[src/tdm_pkg.sv]
// Purpose: Shared constants for the TDM stream timing front end
// Assumes: 250 MHz mclk, 14-bit word-addressed register port, 16-bit data
// Notes:   All offsets are word indices on the plain register port
package tdm_pkg;

    localparam int ADDR_W = 14;
    localparam int DATA_W = 16;
    localparam int STREAMS = 16;

    ////////////////////////////////////////////////////////////////////////////
    // Register map
    localparam logic [13:0] CR_ADDR = 14'h0000;
    localparam logic [13:0] IMS_ADDR = 14'h0001;
    localparam logic [13:0] STATUS_ADDR = 14'h0002;
    localparam logic [13:0] SICR_BASE = 14'h0100;
    localparam logic [13:0] SOCR_BASE = 14'h0200;
    localparam logic [13:0] MSGC_BASE = 14'h0300;
    localparam logic [13:0] MSGD_BASE = 14'h0310;

    ////////////////////////////////////////////////////////////////////////////
    // Field positions
    localparam int CR_CKIN_LSB = 5;
    localparam int CR_FRAME_PULSE_POLARITY_BIT_BIT = 7;
    localparam int CR_CLOCK_POLARITY_BIT_BIT = 8;
    localparam int CR_FPPOS_BIT = 9;
    localparam int IMS_BIDIR_BIT = 6;
    localparam int MSG_EN_BIT = 8;
    localparam int ST_STYLE_BIT = 0;
    localparam int ST_CAP_BIT = 1;
    localparam int ST_GCI_BIT = 2;
    localparam int ST_LOCK_BIT = 3;

    // Reset values
    localparam logic [15:0] CR_RESET = 16'h0000;
    localparam logic [15:0] IMS_RESET = 16'h0000;
    localparam logic [15:0] STREAM_CTRL_RESET = 16'h0000;

    // Rate field codes
    localparam logic [3:0] RATE_OFF = 4'h0;
    localparam logic [3:0] RATE_2M = 4'h1;
    localparam logic [3:0] RATE_4M = 4'h2;
    localparam logic [3:0] RATE_8M = 4'h3;
    localparam logic [3:0] RATE_16M = 4'h4;

    // Supplied clock frequency codes
    localparam logic [1:0] CKIN_4M = 2'h0;
    localparam logic [1:0] CKIN_8M = 2'h1;
    localparam logic [1:0] CKIN_16M = 2'h2;

    localparam logic [12:0] MAX_CHANNELS = 13'h0400;

    ////////////////////////////////////////////////////////////////////////////
    // Timing
    localparam int CLK_MHZ = 250;
    localparam int FRAME_US = 125;
    localparam int FRAME_CYCLES = FRAME_US * CLK_MHZ;

    typedef enum logic {SYNC_HUNT, SYNC_LOCKED} sync_state_t;

endpackage

[src/tdm_stream_timing.sv]
// Purpose: Serial stream timing and configuration of a 16x16 TDM switch
// Assumes: Pins sampled at 250 MHz; switching core supplies outgoing bits
// Notes:   Registers reached over a plain strobe port, read data next cycle
//
// What this block does
// - Decode 14-bit host address to registers
// - Reset: drivers off, defaults, counters cleared
// - Bidirectional bit forces serial inputs low
// - 32 to 256 channels per frame
// - Input rate from input control bits 3-0
// - Output rate from output control bits 3-0
// - At most 1024 channels switched
// - Only whole streams can be enabled
// - Clock select field gives clock and pulse
// - Clock polarity bit selects rising edge
// - Position and polarity bits select alternate timing
// - Frame pulse and clock time input sampling
// - Outputs timed from same pulse and clock
// - Message mode sends host data instead
// - Drive enable pin gates all output drivers
module tdm_stream_timing
    import tdm_pkg::*;
#(
    parameter int FRAME_LIMIT = tdm_pkg::FRAME_CYCLES
) (
    // Clock, reset, enable
    input wire logic mclk,
    input wire logic reset_n,
    input wire logic ce,
    // Register port
    input wire logic [tdm_pkg::ADDR_W-1:0] host_address_bus,
    input wire logic [tdm_pkg::DATA_W-1:0] wr_data,
    input wire logic wr_stb,
    input wire logic rd_stb,
    output logic [tdm_pkg::DATA_W-1:0] rd_data,
    // Pins
    input wire logic bus_style_select,
    input wire logic output_drive_enable,
    input wire logic serial_clock_in,
    input wire logic frame_pulse_in,
    input wire logic [tdm_pkg::STREAMS-1:0] serial_inputs,
    input wire logic [tdm_pkg::STREAMS-1:0] serial_outputs_in,
    output logic [tdm_pkg::STREAMS-1:0] serial_outputs_out,
    output logic [tdm_pkg::STREAMS-1:0] serial_outputs_oe,
    // Switching core side
    input wire logic [tdm_pkg::STREAMS-1:0] switched_bits,
    output logic [tdm_pkg::STREAMS-1:0][7:0] rx_byte,
    output logic [tdm_pkg::STREAMS-1:0][7:0] rx_channel,
    output logic [tdm_pkg::STREAMS-1:0] rx_valid,
    output logic frame_start
);
    import tdm_pkg::*;

    ////////////////////////////////////////////////////////////////////////////
    // Functions

    // Returns {valid, shift}: clock edges per bit is 2**shift
    // Clock runs at two, four or eight times the rate, at the rate itself only for the top rate
    function automatic logic [3:0] rate_shift(input logic [1:0] csel, input logic [3:0] rate);
        logic [3:0] sum;
        sum = {2'b00, csel} + 4'h2;
        if (rate >= RATE_2M && rate <= RATE_16M && csel <= CKIN_16M &&
            (sum > rate || (sum == rate && rate == RATE_16M)))
            return {1'b1, 3'(sum - rate)};
        return 4'h0;
    endfunction

    function automatic logic [12:0] rate_channels(input logic [3:0] rate);
        case (rate)
            RATE_2M: return 13'h0020;
            RATE_4M: return 13'h0040;
            RATE_8M: return 13'h0080;
            RATE_16M: return 13'h0100;
            default: return 13'h0000;
        endcase
    endfunction

    function automatic logic [10:0] low_mask(input logic [2:0] sh);
        return 11'((12'h001 << sh) - 12'h001);
    endfunction

    function automatic logic in_block(input logic [13:0] addr, input logic [13:0] base);
        return addr[13:4] == base[13:4];
    endfunction

    ////////////////////////////////////////////////////////////////////////////
    // Pin synchronisers
    logic [35:0] pins_s;
    logic [STREAMS-1:0] serial_inputs_s;
    logic [STREAMS-1:0] serial_outputs_in_s;
    logic ck_s;
    logic fp_s;
    logic ode_s;
    logic style_s;

    pin_sync #(.W(36)) u_sync (
        .mclk(mclk),
        .reset_n(reset_n),
        .ce(ce),
        .raw({bus_style_select, output_drive_enable, frame_pulse_in, serial_clock_in,
              serial_outputs_in, serial_inputs}),
        .stable(pins_s)
    );

    assign serial_inputs_s = pins_s[15:0];
    assign serial_outputs_in_s = pins_s[31:16];
    assign ck_s = pins_s[32];
    assign fp_s = pins_s[33];
    assign ode_s = pins_s[34];
    assign style_s = pins_s[35];

    ////////////////////////////////////////////////////////////////////////////
    // Registers
    logic [15:0] main_control_reg;
    logic [15:0] internal_mode_reg;
    logic [15:0] stream_input_ctrl [0:STREAMS-1];
    logic [15:0] stream_output_ctrl [0:STREAMS-1];
    logic [8:0] msg_ctrl [0:STREAMS-1];
    logic [7:0] msg_data [0:STREAMS-1];
    logic [15:0] status;
    logic [15:0] next_rd_data;
    logic [3:0] idx;
    logic cap_error;
    sync_state_t sync_state;

    logic [1:0] clock_freq_select;
    logic clock_polarity_bit;
    logic frame_pulse_polarity_bit;
    logic frame_pulse_position_bit;
    logic bidir_mode_bit;
    logic gci_mode;

    assign clock_freq_select = main_control_reg[CR_CKIN_LSB +: 2];
    assign clock_polarity_bit = main_control_reg[CR_CLOCK_POLARITY_BIT_BIT];
    assign frame_pulse_polarity_bit = main_control_reg[CR_FRAME_PULSE_POLARITY_BIT_BIT];
    assign frame_pulse_position_bit = main_control_reg[CR_FPPOS_BIT];
    assign bidir_mode_bit = internal_mode_reg[IMS_BIDIR_BIT];
    assign gci_mode = frame_pulse_position_bit & frame_pulse_polarity_bit;
    assign idx = host_address_bus[3:0];

    // bus style reported from the pin
    assign status = {12'h000, sync_state == SYNC_LOCKED, gci_mode, cap_error, style_s};

    // address decode of the 14-bit port
    assign next_rd_data =
        (host_address_bus == CR_ADDR) ? main_control_reg :
        (host_address_bus == IMS_ADDR) ? internal_mode_reg :
        (host_address_bus == STATUS_ADDR) ? status :
        in_block(host_address_bus, SICR_BASE) ? stream_input_ctrl[idx] :
        in_block(host_address_bus, SOCR_BASE) ? stream_output_ctrl[idx] :
        in_block(host_address_bus, MSGC_BASE) ? {7'h00, msg_ctrl[idx]} :
        in_block(host_address_bus, MSGD_BASE) ? {8'h00, msg_data[idx]} : 16'h0000;

    always_ff @(posedge mclk or negedge reset_n) begin
        if (!reset_n) begin
            main_control_reg <= CR_RESET;
            internal_mode_reg <= IMS_RESET;
            rd_data <= 16'h0000;
            for (int n = 0; n < STREAMS; n++) begin
                stream_input_ctrl[n] <= STREAM_CTRL_RESET;
                stream_output_ctrl[n] <= STREAM_CTRL_RESET;
                msg_ctrl[n] <= 9'h000;
                msg_data[n] <= 8'h00;
            end
        end else if (ce) begin
            if (rd_stb) begin
                rd_data <= next_rd_data;
            end
            if (wr_stb) begin
                if (host_address_bus == CR_ADDR)
                    main_control_reg <= wr_data;
                if (host_address_bus == IMS_ADDR)
                    internal_mode_reg <= wr_data;
                if (in_block(host_address_bus, SICR_BASE))
                    stream_input_ctrl[idx] <= wr_data;
                if (in_block(host_address_bus, SOCR_BASE))
                    stream_output_ctrl[idx] <= wr_data;
                if (in_block(host_address_bus, MSGC_BASE))
                    msg_ctrl[idx] <= wr_data[8:0];
                if (in_block(host_address_bus, MSGD_BASE))
                    msg_data[idx] <= wr_data[7:0];
            end
        end
    end

    ////////////////////////////////////////////////////////////////////////////
    // Per-stream configuration
    logic [3:0] in_cfg [0:STREAMS-1];
    logic [3:0] out_cfg [0:STREAMS-1];
    logic [12:0] in_total;
    logic [12:0] out_total;

    // a stream is enabled whole from its rate field
    for (genvar g = 0; g < STREAMS; g++) begin : g_cfg
        assign in_cfg[g] = rate_shift(clock_freq_select, stream_input_ctrl[g][3:0]);
        assign out_cfg[g] = rate_shift(clock_freq_select, stream_output_ctrl[g][3:0]);
    end

    always_comb begin
        in_total = 13'h0000;
        out_total = 13'h0000;
        for (int n = 0; n < STREAMS; n++) begin
            if (in_cfg[n][3])
                in_total = in_total + rate_channels(stream_input_ctrl[n][3:0]);
            if (out_cfg[n][3])
                out_total = out_total + rate_channels(stream_output_ctrl[n][3:0]);
        end
    end

    assign cap_error = (in_total > MAX_CHANNELS) || (out_total > MAX_CHANNELS);

    ////////////////////////////////////////////////////////////////////////////
    // Frame timing
    logic ck_prev;
    logic act_edge;
    logic fp_act;
    logic fp_taken;
    logic boundary;
    logic edge_d;
    logic [10:0] ck_count;
    logic [16:0] watchdog;

    // default falling edge, rising when polarity bit set
    assign act_edge = clock_polarity_bit ? (ck_s & ~ck_prev) : (~ck_s & ck_prev);
    assign fp_act = frame_pulse_polarity_bit ? fp_s : ~fp_s;
    // boundary at first active edge inside the pulse
    assign boundary = act_edge & fp_act & ~fp_taken;

    always_ff @(posedge mclk or negedge reset_n) begin
        if (!reset_n) begin
            ck_prev <= 1'b0;
            fp_taken <= 1'b0;
            edge_d <= 1'b0;
            ck_count <= 11'h000;
            frame_start <= 1'b0;
            watchdog <= 17'h00000;
            sync_state <= SYNC_HUNT;
        end else if (ce) begin
            ck_prev <= ck_s;
            edge_d <= act_edge;
            frame_start <= boundary;
            if (act_edge)
                fp_taken <= fp_act;
            if (boundary)
                ck_count <= 11'h000;
            else if (act_edge)
                ck_count <= ck_count + 11'h001;
            if (boundary) begin
                watchdog <= 17'h00000;
                sync_state <= SYNC_LOCKED;
            end else begin
                case (sync_state)
                    SYNC_HUNT: watchdog <= 17'h00000;
                    SYNC_LOCKED: begin
                        watchdog <= watchdog + 17'h00001;
                        if (watchdog >= 17'(2 * FRAME_LIMIT))
                            sync_state <= SYNC_HUNT;
                    end
                    default: sync_state <= SYNC_HUNT;
                endcase
            end
        end
    end

    ////////////////////////////////////////////////////////////////////////////
    // Stream bit engines
    logic [STREAMS-1:0] rx_src;
    logic [STREAMS-1:0] forced_inputs;
    logic [STREAMS-1:0] in_sample;
    logic [STREAMS-1:0] out_tick;
    logic [STREAMS-1:0] tx_bit;
    logic [STREAMS-1:0] msg_hit;
    logic [7:0] rx_shift [0:STREAMS-1];
    logic [7:0] next_shift [0:STREAMS-1];
    logic [10:0] in_bitno [0:STREAMS-1];
    logic [10:0] out_bitno [0:STREAMS-1];

    // serial inputs tied low in bidirectional mode
    assign forced_inputs = serial_inputs_s & ~{STREAMS{bidir_mode_bit}};
    assign rx_src = bidir_mode_bit ? serial_outputs_in_s : forced_inputs;

    for (genvar g = 0; g < STREAMS; g++) begin : g_bit
        assign in_bitno[g] = ck_count >> in_cfg[g][2:0];
        assign out_bitno[g] = ck_count >> out_cfg[g][2:0];
        // sample on the last edge of each bit
        assign in_sample[g] = edge_d & in_cfg[g][3] &
            ((ck_count & low_mask(in_cfg[g][2:0])) == low_mask(in_cfg[g][2:0]));
        // launch on the first edge of each bit
        assign out_tick[g] = edge_d & out_cfg[g][3] &
            ((ck_count & low_mask(out_cfg[g][2:0])) == 11'h000);
        assign next_shift[g] = gci_mode ? {rx_src[g], rx_shift[g][7:1]}
                                        : {rx_shift[g][6:0], rx_src[g]};
        // message data replaces switched data on the chosen channel
        assign msg_hit[g] = msg_ctrl[g][MSG_EN_BIT] & (msg_ctrl[g][7:0] == out_bitno[g][10:3]);
        assign tx_bit[g] = ~msg_hit[g] ? switched_bits[g] :
            gci_mode ? msg_data[g][out_bitno[g][2:0]] : msg_data[g][3'h7 - out_bitno[g][2:0]];
    end

    always_ff @(posedge mclk or negedge reset_n) begin
        if (!reset_n) begin
            rx_valid <= '0;
            rx_byte <= '0;
            rx_channel <= '0;
            serial_outputs_out <= '0;
            serial_outputs_oe <= '0;
            for (int n = 0; n < STREAMS; n++)
                rx_shift[n] <= 8'h00;
        end else if (ce) begin
            for (int n = 0; n < STREAMS; n++) begin
                rx_valid[n] <= 1'b0;
                if (in_sample[n]) begin
                    rx_shift[n] <= next_shift[n];
                    if (in_bitno[n][2:0] == 3'h7) begin
                        rx_byte[n] <= next_shift[n];
                        rx_channel[n] <= in_bitno[n][10:3];
                        rx_valid[n] <= 1'b1;
                    end
                end
                if (out_tick[n])
                    serial_outputs_out[n] <= tx_bit[n];
                // drive only when enabled and within capacity
                serial_outputs_oe[n] <= ode_s & out_cfg[n][3] & ~cap_error;
            end
        end
    end
endmodule // tdm_stream_timing

[src/pin_sync.sv]
// Purpose: Three-stage synchroniser for pin inputs
// Assumes: Inputs asynchronous to mclk
// Notes:   Output moves only when stages two and three agree
module pin_sync #(
    parameter int W = 1
) (
    // Clock and reset
    input wire logic mclk,
    input wire logic reset_n,
    input wire logic ce,
    // Pins
    input wire logic [W-1:0] raw,
    output logic [W-1:0] stable
);

    logic [W-1:0] s1;
    logic [W-1:0] s2;
    logic [W-1:0] s3;
    logic [W-1:0] agree;

    assign agree = ~(s2 ^ s3);

    always_ff @(posedge mclk or negedge reset_n) begin
        if (!reset_n) begin
            s1 <= '0;
            s2 <= '0;
            s3 <= '0;
            stable <= '0;
        end else if (ce) begin
            s1 <= raw;
            s2 <= s1;
            s3 <= s2;
            stable <= (stable & ~agree) | (s3 & agree);
        end
    end

endmodule // pin_sync

[config.mk]
export PLATFORM = sky130hd
export DESIGN_NAME = tdm_stream_timing
export DESIGN_NICKNAME = d
export VERILOG_FILES = /design/src/tdm_pkg.sv /design/src/tdm_stream_timing.sv /design/src/pin_sync.sv
export SDC_FILE = /design/constraint.sdc
export NUM_CORES = 2
export LEC_CHECK = 0
export BUFFER_PORTS_ARGS = -buffer_cell sky130_fd_sc_hd__buf_2
export CORE_UTILIZATION = 55
export CTS_BUF_LIST = sky130_fd_sc_hd__clkbuf_4
export CTS_CLUSTER_SIZE = 30
export DETAILED_ROUTE_END_ITERATION = 12
export MAX_ROUTING_LAYER = met4
export PLACE_DENSITY = 0.72
export SLEW_MARGIN = 20
export SYNTH_ARGS = -nofsm -noshare
export SYNTH_HDL_FRONTEND = slang
export SYNTH_HIERARCHICAL = 1
export SYNTH_SLANG_ARGS = --single-unit
[constraint.sdc]
create_clock -name mclk -period 21.4 [get_ports mclk]
set_input_delay 4.28 -clock mclk [delete_from_list [all_inputs] [get_ports mclk]]
set_output_delay 4.28 -clock mclk [all_outputs]
set_load 0.03 [all_outputs]
==> impl_metrics.toml <==
[critical_path]
end_kind = "flop"
critPathSlowestCell = "or4b_2"
critPathArrivalTime_ps = 18030
slowest_delay_ps = 760
worst-path-max-fanout = 16
r2r_slack_ps = 4620
setup.worst_path.start_class = "flop"
worstPathRequired_ps = 22660
worstSetupPathType = "reg2reg"
crit_path_frequent_cell = "fa_1"

[final_layout]
final_area_um2 = 102000
layoutNonFillerInstCount = 11700
drive_gt1_frac = 0.303
nets = 9602
final_util = 0.608
area_growth_syn_to_layout_pct = 9.53
fillers = 13700
reg.largest.list = "stream_input_ctrl (256), stream_output_ctrl (256), msg_ctrl (144)"

[yosys]
ys_ff_latch = 1441
yosysSeqAreaShare = 0.388
async_flop_share = 1.00
syn_area_um2 = 93000
synth_area_per_cell_um2 = 10.5
synthDistinctLibCells = 116
synth_fp_nets = 9246
yosysWarningCount = 6
ys.flop_type = "dfrtp_1"
synth_cells = 8861
synth_edf_count = 0

[timing]
setup_viol = 0
slew-limit-headroom = 0.145
timing.final.crit_share = 0.784
slew_viol_final = 0
max_freq_mhz = 59.6
worstMarginPinSlew_ps = 1280
clock_skew_ps = 172
min_period_ps = 16780
rsz0062_at_grt = "no"
hold_slack_ps = 449
tns_ps = 0
hold_violations = 0

[power_and_ir_drop]
power_frac_comb = 0.219
netSwitchingPower_w = 0.00235
switching_share = 0.341
power_frac_seq = 0.425
leakage_nw = 47.9
clkPwrFrac = 0.356
vdd_drop_max_mv = 0.0691
p_int_w = 0.00454
p_per_area_nw_per_um2 = 67.5

[detailed_routing]
antenna_left = 0
avgViaCountPerCell = 6.54
first_pass_iters = 9
vias = 76600
wl_um = 315000
drt_iter0_markers = 8458
drc = 0
wire_per_inst_um = 26.9

[floorplan]
die_area_um2 = 171000
fp.coreArea_um2 = 168000
die_h_um = 413
die_x_um = 413
num_io_pins = 408
row_count = 150
start_util = 0.555

[clocking]
ctsResizeCount = 0
post_cts_buffers = 0
cts.path.max_buffers = 4
hold_buffers = 0
root_buffer = "clkbuf_4"
cts_buffers = 400
worst_setup_hold_path_clk_slew_ps = 70
clkLatencyLatePin_ps = 1490
clkSinkCount = 1441
cts_tree = "built"
htreeDepth = 5

[global_routing]
grt-ovfl-total = 0
grt_pass1_vias = 73800
grt_max_degree = 174
grt_pass1_wl_um = 466000
grtUsageTotal = 0.375
antenna_found_initial = 19

[placed_design]
gp_congestion = 1.05
hpwlAfterDp_um = 221000
place_inst = 11000
dpl_cell_area_um2 = 96900
port_buffers = 407

[run]
max_cap_violations = 0

[status]
status = "finished clean"

[worst_hold_path]
hold_path_class = "reg2reg"
-- power by group through the flow --
stage	Sequential, W	Combinational (W)	Clock [W]
after floorplan	0.00288	0.000970	0
after global placement	0.00296	0.00141	0
after detailed placement	0.00297	0.00145	0
after CTS	0.00292	0.00145	0.00249
after global routing	0.00293	0.00159	0.00264
final	0.00293	0.00151	0.00245
-- synthesized netlist by cell type (all sizes together), types with 16 or more instances --
cell,n,area (µm²)
a211oi,110,843
a21o,91,683
a21oi,519,2600
a221oi,19,166
a22o,26,228
a22oi,25,188
a311oi,16,146
a31oi,68,425
a32oi,19,174
and2,25,159
and3,75,469
buf,90,500
clkbuf,536,2020
dfrtp,1441,36100
fa,62,1240
ha,236,2950
inv,272,1020
mux2,1222,13800
mux2i,402,4020
mux4,310,6980
nand2,815,3060
nand2b,79,494
nand3,129,651
nand3b,43,323
nand4,35,234
nor2,589,2220
nor2b,90,563
nor3,120,611
nor3b,18,135
nor4,78,515
nor4b,16,140
nor4bb,16,160
o211ai,25,188
o21a,22,165
o21ai,508,2540
o221ai,34,298
o22ai,44,275
o2bb2ai,50,513
o31ai,39,293
o32ai,20,175
or2,17,106
or3,24,155
or4,24,184
xnor2,164,1500
xor2,98,903
-- layout make-up --
cell class / instances / area (µm²) / area share
clock inverter: 79 / 378 / 0.00371
antenna: 29 / 72.6 / 0.000712
tap: 2204 / 2760 / 0.0271
inverter: 275 / 1030 / 0.0101
sequential: 1441 / 36100 / 0.354
multi-input combinational: 6519 / 53700 / 0.527
timing repair buffer: 580 / 3440 / 0.0338
clock buffer: 582 / 4370 / 0.0429
-- final timing paths --
path,startpoint,end,cells past startpoint
worst min register to register,u_sync/s1[15]$_DFFE_PN0P_,u_sync/s2[15]$_DFFE_PN0P_,2
worst min-delay path,u_sync/s1[15]$_DFFE_PN0P_,u_sync/s2[15]$_DFFE_PN0P_,2
worst max register to register,main_control_reg[5]$_DFFE_PN0P_,serial_outputs_oe[2]$_DFFE_PN0P_,56
min in group asynchronous,reset_n,stream_input_ctrl[124]$_DFFE_PN0P_,1
worst max-delay path,main_control_reg[5]$_DFFE_PN0P_,serial_outputs_oe[2]$_DFFE_PN0P_,56
max in group asynchronous,reset_n,u_sync/s2[3]$_DFFE_PN0P_,4
-- stage by stage --
stage,power [W],worst slack [ps]
final,0.00688,4620
after global routing,0.00716,3490
after CTS,0.00686,4690
after detailed placement,0.00441,4760
after global placement,0.00438,4980
after floorplan,0.00385,4280
-- cells in the final DEF, fill, tap and decap left out, types with 110 or more instances in the layout --
cell type  instances
nand3_1          127
clkbuf_4         582
nand2_1          813
o21ai_0          500
inv_1            270
ha_1             236
xnor2_1          157
mux2i_1          401
nor3_1           110
mux4_2           310
a21oi_1          519
mux2_2          1219
dfrtp_1         1429
nor2_1           558
buf_4            170
buf_2            400
-- worst max-delay path: cells and delay by family, from the launching register on --
kind	cells	cell delay (ps)
flip-flops	1	680
adder cells (fa/ha/maj)	17	7640
AND/OR/NAND/NOR	10	2080
AO/OA/AOI/OAI	18	3740
XOR/XNOR	1	190
buffers and inverters	4	410
multiplexers	6	1850
-- routing by layer --
metal  vias up  track usage  share of wire
li1      33400            -              -
met1     38200        0.472           0.39
met2      3883        0.546           0.44
met3      1056       0.0942          0.097
met4         0        0.222          0.068
met5         -            -              0
-- cells by family after synthesis --
kind of cell,count (synthesis),synth area share
xor gates and xnor gates,273,0.0286
muxes,1934,0.266
buffers and inverters,901,0.0381
DFF,1441,0.388
AOI/OAI and AO/OA,1786,0.121
adders and majority gates,302,0.0455
and+or+nand+nor,2224,0.112
Power figures use the tool's default switching activity.
